==> config.mk <==
export PLATFORM = sky130hd
export DESIGN_NAME = rotate_subtract_skip_alu
export DESIGN_NICKNAME = d
export VERILOG_FILES = /design/src/verilog/alu_pkg.sv /design/src/verilog/sub_if.sv /design/src/verilog/sub_unit.sv /design/src/verilog/bit_unit.sv /design/src/verilog/rotate_subtract_skip_alu.sv
export SDC_FILE = /design/constraint.sdc
export NUM_CORES = 1
export LEC_CHECK = 0
export BUFFER_PORTS_ARGS = -buffer_cell sky130_fd_sc_hd__buf_2
export CAP_MARGIN = 20
export CORE_ASPECT_RATIO = 0.9
export CORE_MARGIN = 5
export CORE_UTILIZATION = 51
export CTS_CLUSTER_DIAMETER = 60
export CTS_CLUSTER_SIZE = 14
export DETAILED_ROUTE_END_ITERATION = 8
export PLACE_DENSITY = 0.78
export SKIP_CTS_REPAIR_TIMING = 1
export SLEW_MARGIN = 20
export SYNTH_ARGS = -nofsm -noshare
export SYNTH_HDL_FRONTEND = slang
export SYNTH_SLANG_ARGS = --single-unit
==> constraint.sdc <==
create_clock -name clk -period 2.9 [get_ports clk]
set_input_delay 0 -clock clk [delete_from_list [all_inputs] [get_ports clk]]
set_output_delay 0 -clock clk [all_outputs]
set_load 0.1 [all_outputs]
==> src/verilog/alu_pkg.sv <==
// Constants and types shared by the rotate, subtract and skip datapath.
// Assumes a single 125 MHz core clock and an 8-bit data memory byte.
package alu_pkg;

  // ****************************************************************
  // Data width and fixed byte values
  // ****************************************************************
  localparam int        BYTE_W     = 8;       // Width of memory and accumulator bytes.
  localparam logic [7:0] BYTE_ONES = 8'hFF;   // Value written by the set-byte operation.
  localparam logic [7:0] BYTE_ZERO = 8'h00;   // Zero value for compares.
  localparam logic [7:0] BYTE_ONE  = 8'h01;   // Step for increment and decrement.

  // ****************************************************************
  // Register port map
  // ****************************************************************
  localparam logic [1:0] ADDR_ACCUMULATOR = 2'h0;  // Accumulator, read and write.
  localparam logic [1:0] ADDR_STATUS      = 2'h1;  // Flags and interrupt enable.

  // Bit positions inside the status register.
  localparam int BIT_CARRY = 0;
  localparam int BIT_AUX   = 1;
  localparam int BIT_ZERO  = 2;
  localparam int BIT_OVF   = 3;
  localparam int BIT_SCMP  = 4;
  localparam int BIT_CZERO = 5;
  localparam int BIT_MIE   = 6;

  // Reset values.
  localparam logic [7:0] RESET_ACCUMULATOR = 8'h00;
  localparam logic [6:0] RESET_STATUS      = 7'h00;

  // ****************************************************************
  // Operation codes presented by the instruction decoder
  // ****************************************************************
  typedef enum logic [4:0] {
    op_idle,
    op_rotate_left_carry_to_acc,
    op_rotate_right_mem,
    op_rotate_right_to_acc,
    op_rotate_right_carry_mem,
    op_rotate_right_carry_to_acc,
    op_subtract_with_borrow,
    op_subtract_with_borrow_to_mem,
    op_subtract_plain,
    op_subtract_to_mem,
    op_decrement_skip_zero,
    op_decrement_to_acc_skip_zero,
    op_increment_skip_zero,
    op_increment_to_acc_skip_zero,
    op_set_byte,
    op_set_bit,
    op_skip_if_bit_nonzero,
    op_skip_if_nonzero,
    op_nibble_exchange_mem,
    op_nibble_exchange_to_acc,
    op_return_from_interrupt
  } op_t;

endpackage : alu_pkg

==> src/verilog/sub_if.sv <==
// Interface between the datapath and its subtractor unit.
// Assumes both ends sit in the same clock domain; it is purely combinational.
`timescale 1ns/1ns
`default_nettype none
interface sub_if;
  logic [7:0] a;      // Minuend, the accumulator.
  logic [7:0] b;      // Subtrahend, memory byte or immediate.
  logic       cin;    // Carry in; low means one extra borrow.
  logic [7:0] diff;   // Eight-bit difference.
  logic       cout;   // Inverted borrow out of bit 7.
  logic       aux;    // Inverted borrow out of bit 3.
  logic       ovf;    // Signed overflow.
  logic       zero;   // Difference is zero.

  modport unit (input a, b, cin, output diff, cout, aux, ovf, zero);
  modport user (output a, b, cin, input diff, cout, aux, ovf, zero);
endinterface : sub_if
`default_nettype wire

==> src/verilog/sub_unit.sv <==
// Eight-bit subtractor with carry-as-inverted-borrow flag outputs.
// Assumes operands arrive stable from logic on the same clock.
`timescale 1ns/1ns
`default_nettype none
module sub_unit (
  sub_if.unit s
);
  // ****************************************************************
  // Arithmetic
  // ****************************************************************
  logic [8:0] full_w;  // Nine-bit difference, top bit is the borrow.
  logic [4:0] low_w;   // Low nibble difference, top bit is the borrow.

  // A clear carry costs one more unit of borrow.
  assign full_w = {1'b0, s.a} - {1'b0, s.b} - {8'h00, ~s.cin};
  assign low_w  = {1'b0, s.a[3:0]} - {1'b0, s.b[3:0]} - {4'h0, ~s.cin};

  assign s.diff = full_w[7:0];
  assign s.cout = ~full_w[8];  // Negative clears carry.
  assign s.aux  = ~low_w[4];   // Borrow into bit 4, inverted.
  assign s.ovf  = (s.a[7] ^ s.b[7]) & (s.a[7] ^ full_w[7]);
  assign s.zero = (full_w[7:0] == 8'h00);
endmodule : sub_unit
`default_nettype wire

==> src/verilog/bit_unit.sv <==
// Rotate, nibble swap, set and step logic on one memory byte.
// Assumes the operation code and byte come from logic on the same clock.
`timescale 1ns/1ns
`default_nettype none
module bit_unit
  import alu_pkg::*;
(
  input  wire op_t        op,         // Operation in progress.
  input  wire logic [7:0] data_in,    // Addressed memory byte.
  input  wire logic       carry_in,   // Present carry flag.
  input  wire logic [2:0] bit_sel,    // Selected bit number.
  output logic      [7:0] data_out,   // Byte result.
  output logic            carry_out   // Carry produced by through-carry rotates.
);
  // ****************************************************************
  // Byte operations
  // ****************************************************************
  // One combinational case keeps all byte shuffles in one place.
  always_comb begin
    data_out  = data_in;
    carry_out = carry_in;
    case (op)
      op_rotate_left_carry_to_acc: begin
        data_out  = {data_in[6:0], carry_in};
        carry_out = data_in[7];
      end
      op_rotate_right_mem, op_rotate_right_to_acc: begin
        data_out = {data_in[0], data_in[7:1]};
      end
      op_rotate_right_carry_mem, op_rotate_right_carry_to_acc: begin
        data_out  = {carry_in, data_in[7:1]};
        carry_out = data_in[0];
      end
      op_decrement_skip_zero, op_decrement_to_acc_skip_zero: begin
        data_out = data_in - BYTE_ONE;
      end
      op_increment_skip_zero, op_increment_to_acc_skip_zero: begin
        data_out = data_in + BYTE_ONE;
      end
      op_set_byte: begin
        data_out = BYTE_ONES;
      end
      op_set_bit: begin
        data_out = data_in | (BYTE_ONE << bit_sel);
      end
      op_nibble_exchange_mem, op_nibble_exchange_to_acc: begin
        data_out = {data_in[3:0], data_in[7:4]};
      end
      default: begin
        data_out = data_in;
      end
    endcase
  end
endmodule : bit_unit
`default_nettype wire

==> src/verilog/rotate_subtract_skip_alu.sv <==
// Execution datapath for rotates, subtracts, set, swap and skip operations.
// Assumes the decoder presents one operation with its memory byte in the same
// cycle, on the same clock, and honours the skip and dummy-cycle outputs.
`timescale 1ns/1ns
`default_nettype none
module rotate_subtract_skip_alu
  import alu_pkg::*;
(
  input  wire logic       clk,            // Core clock, 125 MHz.
  input  wire logic       rst,            // Asynchronous reset, active high.
  input  wire logic       ce,             // Clock enable; low freezes all state.
  input  wire logic       op_valid,       // Decoder presents an operation.
  input  wire op_t        op_code,        // Operation to perform.
  input  wire logic       use_imm,        // Subtract takes the immediate byte.
  input  wire logic [7:0] imm_data,       // Immediate operand.
  input  wire logic [7:0] mem_rdata,      // Addressed data memory byte.
  input  wire logic [2:0] bit_sel,        // Bit number for bit operations.
  input  wire logic       mie_clear,      // Interrupt entry clears the enable.
  input  wire logic [1:0] reg_addr,       // Register port address.
  input  wire logic [7:0] reg_wdata,      // Register port write data.
  input  wire logic       reg_wr,         // Register write strobe.
  input  wire logic       reg_rd,         // Register read strobe.
  output logic      [7:0] reg_rdata_q,    // Read data, one cycle after strobe.
  output logic      [7:0] accumulator_q,  // Accumulator.
  output logic      [6:0] status_q,       // Flags and interrupt enable.
  output logic            mem_wr_q,       // Write-back strobe to data memory.
  output logic      [7:0] mem_wdata_q,    // Write-back byte.
  output logic            skip_q,         // Dummy cycle of a taken skip.
  output logic            done_q          // Operation finished.
);

  // ****************************************************************
  // Operation classes
  // ****************************************************************
  logic take_w;          // Operation accepted at this edge.
  logic is_borrow_sub_w; // Subtract that consumes the carry.
  logic is_sub_w;        // Any subtract.
  logic sub_to_mem_w;    // Subtract with memory destination.
  logic bit_to_mem_w;    // Byte operation with memory destination.
  logic bit_to_acc_w;    // Byte operation with accumulator destination.
  logic rot_carry_w;     // Rotate through carry.
  logic step_w;          // Increment or decrement with skip.

  // A dummy cycle refuses new work so the skipped fetch is discarded.
  assign take_w = ce & op_valid & ~skip_q & (op_code != op_idle);

  assign is_borrow_sub_w = (op_code == op_subtract_with_borrow)
                         | (op_code == op_subtract_with_borrow_to_mem);
  assign is_sub_w        = is_borrow_sub_w
                         | (op_code == op_subtract_plain)
                         | (op_code == op_subtract_to_mem);
  assign sub_to_mem_w    = (op_code == op_subtract_with_borrow_to_mem)
                         | (op_code == op_subtract_to_mem);
  assign bit_to_mem_w    = (op_code == op_rotate_right_mem)
                         | (op_code == op_rotate_right_carry_mem)
                         | (op_code == op_decrement_skip_zero)
                         | (op_code == op_increment_skip_zero)
                         | (op_code == op_set_byte)
                         | (op_code == op_set_bit)
                         | (op_code == op_skip_if_nonzero)
                         | (op_code == op_nibble_exchange_mem);
  assign bit_to_acc_w    = (op_code == op_rotate_left_carry_to_acc)
                         | (op_code == op_rotate_right_to_acc)
                         | (op_code == op_rotate_right_carry_to_acc)
                         | (op_code == op_decrement_to_acc_skip_zero)
                         | (op_code == op_increment_to_acc_skip_zero)
                         | (op_code == op_nibble_exchange_to_acc);
  assign rot_carry_w     = (op_code == op_rotate_left_carry_to_acc)
                         | (op_code == op_rotate_right_carry_mem)
                         | (op_code == op_rotate_right_carry_to_acc);
  assign step_w          = (op_code == op_decrement_skip_zero)
                         | (op_code == op_decrement_to_acc_skip_zero)
                         | (op_code == op_increment_skip_zero)
                         | (op_code == op_increment_to_acc_skip_zero);

  // ****************************************************************
  // Arithmetic units
  // ****************************************************************
  sub_if sub ();  // Subtractor connection.

  logic [7:0] bit_res_w;    // Byte unit result.
  logic       bit_carry_w;  // Byte unit carry.

  // Plain subtract forces carry in high so no extra borrow is taken.
  assign sub.a   = accumulator_q;
  assign sub.b   = use_imm ? imm_data : mem_rdata;
  assign sub.cin = is_borrow_sub_w ? status_q[BIT_CARRY] : 1'b1;

  sub_unit u_sub (
    .s (sub.unit)
  );

  bit_unit u_bit (
    .op        (op_code),
    .data_in   (mem_rdata),
    .carry_in  (status_q[BIT_CARRY]),
    .bit_sel   (bit_sel),
    .data_out  (bit_res_w),
    .carry_out (bit_carry_w)
  );

  // ****************************************************************
  // Skip decision
  // ****************************************************************
  logic skip_cond_w;  // Skip condition of the current operation.
  logic mem_write_w;  // Current operation writes memory.

  assign skip_cond_w =
      (step_w & (bit_res_w == BYTE_ZERO))
    | ((op_code == op_skip_if_nonzero) & (mem_rdata != BYTE_ZERO))
    | ((op_code == op_skip_if_bit_nonzero) & mem_rdata[bit_sel]);

  assign mem_write_w = bit_to_mem_w | sub_to_mem_w;

  // ****************************************************************
  // Next accumulator and status
  // ****************************************************************
  logic       acc_wr_w;     // Register port writes the accumulator.
  logic       stat_wr_w;    // Register port writes the status.
  logic [7:0] acc_d;        // Next accumulator.
  logic [6:0] status_d;     // Next status.
  logic [6:0] stat_base_w;  // Status before operation effects.
  logic [6:0] sub_flags_w;  // Status after a subtract.
  logic       cz_w;         // Chained zero for this subtract.
  logic       mie_w;        // Next interrupt enable.

  assign acc_wr_w  = ce & reg_wr & (reg_addr == ADDR_ACCUMULATOR);
  assign stat_wr_w = ce & reg_wr & (reg_addr == ADDR_STATUS);

  // An operation in the same cycle wins over a software register write.
  assign acc_d =
      (take_w & is_sub_w & ~sub_to_mem_w) ? sub.diff :
      (take_w & bit_to_acc_w)             ? bit_res_w :
      acc_wr_w                            ? reg_wdata :
                                            accumulator_q;

  assign stat_base_w = stat_wr_w ? reg_wdata[6:0] : status_q;

  // Chained zero keeps the zero of earlier bytes for multi-byte borrows.
  assign cz_w = is_borrow_sub_w ? (sub.zero & status_q[BIT_CZERO]) : sub.zero;

  always_comb begin
    sub_flags_w            = status_q;
    sub_flags_w[BIT_CARRY] = sub.cout;
    sub_flags_w[BIT_AUX]   = sub.aux;
    sub_flags_w[BIT_ZERO]  = sub.zero;
    sub_flags_w[BIT_OVF]   = sub.ovf;
    sub_flags_w[BIT_SCMP]  = ~(sub.diff[7] ^ sub.ovf);
    sub_flags_w[BIT_CZERO] = cz_w;
  end

  // Return from interrupt sets the enable and wins over a same-cycle clear.
  assign mie_w = (take_w & (op_code == op_return_from_interrupt)) ? 1'b1 :
                 (ce & mie_clear)                                 ? 1'b0 :
                                                                    stat_base_w[BIT_MIE];

  always_comb begin
    if (take_w & is_sub_w) begin
      status_d = sub_flags_w;
    end else if (take_w & rot_carry_w) begin
      status_d = status_q;
      status_d[BIT_CARRY] = bit_carry_w;  // Only carry moves.
    end else begin
      status_d = stat_base_w;  // Other operations leave flags alone.
    end
    status_d[BIT_MIE] = mie_w;
  end

  // ****************************************************************
  // Register read mux
  // ****************************************************************
  logic [7:0] rdata_d;  // Next read data.

  // Unmapped addresses read as zero.
  assign rdata_d = (reg_addr == ADDR_ACCUMULATOR) ? accumulator_q :
                   (reg_addr == ADDR_STATUS)      ? {1'b0, status_q} :
                                                    BYTE_ZERO;

  // ****************************************************************
  // State registers
  // ****************************************************************
  // Accumulator and status; ce low leaves them frozen.
  always_ff @(posedge clk or posedge rst) begin
    if (rst) begin
      accumulator_q <= RESET_ACCUMULATOR;
      status_q      <= RESET_STATUS;
    end else if (ce) begin
      accumulator_q <= acc_d;
      status_q      <= status_d;
    end
  end

  // Memory write-back strobe and data, one cycle after the operation.
  always_ff @(posedge clk or posedge rst) begin
    if (rst) begin
      mem_wr_q    <= 1'b0;
      mem_wdata_q <= BYTE_ZERO;
    end else if (ce) begin
      mem_wr_q    <= take_w & mem_write_w;
      mem_wdata_q <= sub_to_mem_w ? sub.diff : bit_res_w;
    end
  end

  // Skip marks the dummy cycle; it lasts exactly one enabled cycle.
  always_ff @(posedge clk or posedge rst) begin
    if (rst) begin
      skip_q <= 1'b0;
      done_q <= 1'b0;
    end else if (ce) begin
      skip_q <= take_w & skip_cond_w;
      done_q <= take_w;
    end
  end

  // Read data stands in the cycle after the strobe only.
  always_ff @(posedge clk or posedge rst) begin
    if (rst) begin
      reg_rdata_q <= BYTE_ZERO;
    end else if (ce) begin
      reg_rdata_q <= reg_rd ? rdata_d : BYTE_ZERO;
    end
  end
endmodule : rotate_subtract_skip_alu
`default_nettype wire

Word level (Yosys, flattened, before mapping):

Index checks and enable logic that the tools add are counted.

* $add $sub $neg: 6
* $mul: 0
* div/mod/pow operators: 0
* order comparisons: 1
* equal/unequal tests: 23
* shift operators: 1
* muxes and demuxes: 19
* bitwise operators: 53
* reductions and logical operators: 16

Operators with widths (count)
* $pmux W8 S8: 1
* $mux W8: 7
* $eq A5 B4 Y1 const B: 8
* $eq A5 B5 Y1 const B: 5
* $or A1 B1 Y1: 24
* $eq A5 B3 Y1 const B: 4
* $and A1 B1 Y1: 19
* $logic_not A8 Y1: 2
* $mux W7: 2
* $mux W6: 2
* $eq A5 B2 Y1 const B: 2
* $reduce_or A2 Y1: 5
* $sub A8 B8 Y9: 1
* $sub A9 B1 Y9: 1
* $add A8 B1 Y8 const B: 1
* $or A8 B8 Y8: 1
* $reduce_bool A8 Y1: 1
* $shl A1 B3 Y8 const A: 1
* $sub A8 B1 Y8 const B: 1
* $not A1 Y1: 6
* $reduce_and A3 Y1: 2
* $reduce_bool A3 Y1: 2
* $eq A5 B1 Y1 const B: 1
* $mux W1: 5
* other kinds (13): 15

* bits in registers: 34
* bits in latches: 0
* bits in writable memories: 0
* ROM bits: 0
* input port bits: 42
* output and inout bits: 34
* word-level logic and storage cells: 128
* memories kept: 0

Longest topological paths before layout:

* word-level depth: 10
* mapped depth: 14
* gate-level depth less buffers: 12

Modules after synthesis:

From an unflattened synthesis, not the netlist that was laid out.

* cells, all modules: 446
* area total of the unflattened synthesis: 3763.6 um^2

Modules (own cells, without submodules)
* rotate_subtract_skip_alu: instances 1, cells each 238, area an instance 2283.4 um^2, sequential area each 850.8 um^2
* bit_unit: instances 1, cells each 132, area an instance 895.9 um^2, sequential area each 0.0 um^2
* sub_unit: instances 1, cells each 76, area an instance 584.3 um^2, sequential area each 0.0 um^2

Worst setup path before layout:

Ideal clock, no wire load.

* path type: flip-flop to flip-flop
* from: register accumulator_q[7]
* to: register accumulator_q[7]
* setup time: 131 ps
* arrival: 3224 ps
* required time: 2769 ps
* slack: -455 ps
* cell stages (with the launch flop): 10
* path buffers: 0
* clock period less this slack: 3355 ps
* cell sequence: dfrtp_1 > inv_1 > ha_1 > inv_1 > ha_1 > nor4b_1 > a2111oi_0 > o311ai_2 > a221o_1 > a2bb2oi_1

* cells in the longest elaborated chain, start to end: 3

Ends and longest elaborated chain
* start: declaration: RTL line rotate_subtract_skip_alu.sv:24 `output logic [7:0] accumulator_q,`
* start signal: assignment: RTL line rotate_subtract_skip_alu.sv:185 `accumulator_q <= RESET_ACCUMULATOR;`
* start signal: assignment: RTL line rotate_subtract_skip_alu.sv:188 `accumulator_q <= acc_d;`
* $sub A8 B8 Y9: RTL line sub_unit.sv:15 `assign full_w = {1'b0, s.a} - {1'b0, s.b} - {8'h00, ~s.cin};`
* $sub A9 B1 Y9: RTL line sub_unit.sv:15
* $mux W8: RTL line rotate_subtract_skip_alu.sv:132 `(take_w & is_sub_w & ~sub_to_mem_w) ? sub.diff :`

No other way between the ends.
A chain may end at the register's enable or synchronous reset.

Worst setup path after layout:

* from: register accumulator_q[0]
* to: register status_q[2]

* cells in the longest elaborated chain, start to end: 4

Ends and longest elaborated chain
* $sub A8 B8 Y9: RTL line sub_unit.sv:15
* $sub A9 B1 Y9: RTL line sub_unit.sv:15
* $logic_not A8 Y1: RTL line sub_unit.sv:22 `assign s.zero = (full_w[7:0] == 8'h00);`
* $mux W6: RTL line rotate_subtract_skip_alu.sv:158 `if (take_w & is_sub_w) begin`
* end signal: assignment: RTL line rotate_subtract_skip_alu.sv:189 `status_q <= status_d;`
* end: declaration: RTL line rotate_subtract_skip_alu.sv:25 `output logic [6:0] status_q,`

No other way between the ends.

==> flow_summary.ini <==
[status]
outcome = finished clean

[critical_path]
critical-path-top-delay-family = compound AO/OA/AOI/OAI gates
reg2reg_depth = 8
startpoint_type = flip-flop
crit_end = status_q[2]
crit_fanout = 4
rrSetupSlack_ns = 0.08
slowest_stage = dfrtp_4
cp.buffers_inverters = 0
critical_path.most_common_cell = a21oi_1
worst-path-stages = 8
crit_arrival_ns = 3.05
worst-setup-path-type = reg -> reg
crit_start = accumulator_q[0]
reg2reg_to = status_q[2]
worstPathRequired_ns = 3.12
cpPeakStageDelay_ns = 0.51
timing.rr.start = accumulator_q[0]
end_kind = flip-flop
crit_chain = fa_2, fa_1, nand2b_4, a21oi_1, xnor2_1, nand4bb_1, o41a_1, a21oi_1

[sta]
setup_violations = 0
fmax_mhz = 354
hold_viol = 0
fin_tns_setup_ns = 0
maxSlewViolCount = 0
whs_ns = 0.00896
min_period_over_period_pct = 97.4
tightest_slew_ns = 0.900
period_minus_slack_ns = 2.82
finClkSkew_ns = 0.00622
max_slew_margin_pct = 39.8

[global_route]
grt_pass1_wl_mm = 20.2
antenna_found_initial = 0
grt-ovfl-total = 0
grt_max_degree = 29
grt_pass1_vias = 3836
grtUsageTotal_pct = 27.2

[synth]
netlist_top_cells_area = dfrtp_1, ha_1, mux2_2
syn_nets = 508
synth_top_area_share_pct = 22.8
syn_inst = 449
synth_edf_count = 0
avgSynthCellArea_um2 = 8.33
syn_area_um2 = 3740
ys_ff_latch = 34
synth_cell_types = 83
post-synth-top-area-cell = dfrtp_1
synth-async-reset-ratio_pct = 100
seq_area_frac_synth_pct = 22.8
synth_flop_cell = dfrtp_1
ys_warn_count = 0

[finish]
final_area_um2 = 4430
drive_above_1_share_pct = 30.2
multiInputGateArea_um2 = 2640
area_delta_synth_final_pct = 18.6
diodes = 0
fin_cells = 620
nFillCells = 664
ff_latch_area_um2 = 863
fin_nets = 585
utilization_pct = 62.3

[power_and_ir_drop]
clkPwrFrac_pct = 12.8
combPwrFrac_pct = 65.5
ir_drop_uv = 585
p_per_area_nw_per_um2 = 685
seq_power_share_pct = 21.8
p_switching_mw = 1.66
p_leak_nw = 1.96
intPower_mw = 1.37
swShare_pct = 54.8

[clock_tree]
clock_sinks = 34
cts_buffer_depth = 2
root_buffer = clkbuf_8
cts-htree-levels = 2
clkTransAtPathRegs_ns = 0.07
clkLatencyLatePin_ns = 0.30
tritoncts = built
numCtsBuffers = 5

[flow_run]
maxCapViolations = 0

[placed_design]
dp_cells = 607
io_buffers = 75
place_hpwl_mm = 9.57
gp_congestion = 0.991
place_area_um2 = 4240

[die]
die_w_um = 100
die_y_um = 91.2
floorplan.initialDensity_pct = 52.6
io_pins = 76
core_um2 = 7110
die_area_um2 = 9150
rows = 29

[detailed_routing]
drt-vias-per-instance = 6.56
vias = 4070
first_iter_violations = 490
drc_errors = 0
firstDrtPassIters = 5
ant_nets = 0
wl_per_cell_um = 20.2
finalWirelength_mm = 12.5

[hold_path]
hold_path.class = in -> reg
-- metrics by stage --
step / worst slack [ns] / total power, mW
6_report: 0.0766 / 3.04
5_1_grt: -0.0305 / 3.18
4_1_cts: -0.170 / 2.90
3_5_place_dp: -0.174 / 2.51
3_3_place_gp: 0.0221 / 2.48
2_1_floorplan: 0.00190 / 2.06
-- kinds of logic (layout without fill, tap and decap cells) --
family	Yosys count	in the layout	share of synthesized area [%]
XOR/XNOR	11	11	2.58
AND/OR/NAND/NOR	172	172	27.1
AO/OA/AOI/OAI	119	119	23.2
adder cells (fa/ha/maj)	17	17	6.09
flip-flops	34	34	22.8
buffers and inverters	64	142	8.40
multiplexers	32	32	9.87
-- synth_stat cells (all sizes together), types with 3 or more instances --
library cell / instances
a211o: 4
a211oi: 8
a21oi: 25
a32o: 5
and2: 3
and3: 4
and3b: 3
buf: 16
clkbuf: 19
dfrtp: 34
ha: 15
inv: 29
mux2: 16
mux2i: 14
nand2: 31
nand2b: 12
nand3: 21
nand3b: 6
nand4: 8
nand4b: 3
nor2: 26
nor2b: 8
nor3: 14
nor3b: 7
nor4: 6
nor4b: 5
nor4bb: 3
o21a: 3
o21ai: 24
o2bb2ai: 8
o31ai: 3
o32ai: 4
or3: 3
xnor2: 7
xor2: 4
-- registers in the layout (all words and copies together) (netlist names) --
name / flops
accumulator_q: 8
skip_q: 1
mem_wr_q: 1
done_q: 1
mem_wdata_q: 8
status_q: 7
reg_rdata_q: 8
-- cell type report --
cell class,count,share of cell area [%]
Multi-Input combinational cell,351,59.6
Sequential cell,34,19.5
Timing Repair Buffer,105,13.7
Tap cell,93,2.62
Inverter,29,2.46
Clock buffer,6,1.86
Clock inverter,2,0.282
-- routing by layer --
layer / global-route usage, % / routed length, um
met1: 42.0 / 5480
met2: 39.6 / 5430
met3: 3.83 / 1350
met4: 6.96 / 245
met5: 0 / 0
-- cells in the final DEF (no fill, tap or decap), drive strengths merged, types with 3 or more instances in the layout --
cell / count
buf: 102
dfrtp: 34
nand2: 31
inv: 29
nor2: 26
a21oi: 25
o21ai: 24
nand3: 21
mux2: 16
ha: 15
nor3: 14
mux2i: 14
nand2b: 12
nand4: 8
o2bb2ai: 8
nor2b: 8
a211oi: 8
nor3b: 7
xnor2: 7
nand3b: 6
clkbuf: 6
nor4: 6
a32o: 5
nor4b: 5
xor2: 4
and3: 4
o32ai: 4
a211o: 4
and2: 3
nor4bb: 3
and3b: 3
o31ai: 3
o21a: 3
nand4b: 3
dlygate4sd3: 3
or3: 3
-- tightest hold or removal path, delay by kind of cell --
family | cells | cell delay [ns]
compound gates | 1 | 0.06
simple gates | 1 | 0.09
buf+inv | 1 | 0.11
-- worst min path at each step --
stage / start / endpoint / slack, ns / cells past startpoint
6_report: reg_wdata[5] / status_q[5] / 0.009 / 3
5_1_grt: reg_wdata[0] / accumulator_q[0] / 0.04 / 3
4_1_cts: rst / reg_rdata_q[3] / -0.24 / 2
3_5_place_dp: rst / reg_rdata_q[3] / 0.07 / 2
3_3_place_gp: rst / reg_rdata_q[3] / 0.07 / 2
2_1_floorplan: reg_wdata[2] / status_q[2] / 0.13 / 2
-- power by group through the flow --
stage / logic [mW] / clock network, mW / registers (mW)
after global placement: 1.82 / 0 / 0.661
final: 1.99 / 0.388 / 0.661
after detailed placement: 1.84 / 0 / 0.665
after floorplan: 0.795 / 0 / 1.27
after CTS: 1.85 / 0.388 / 0.656
after global routing: 2.11 / 0.406 / 0.669
(Power assumes the default switching activity.)
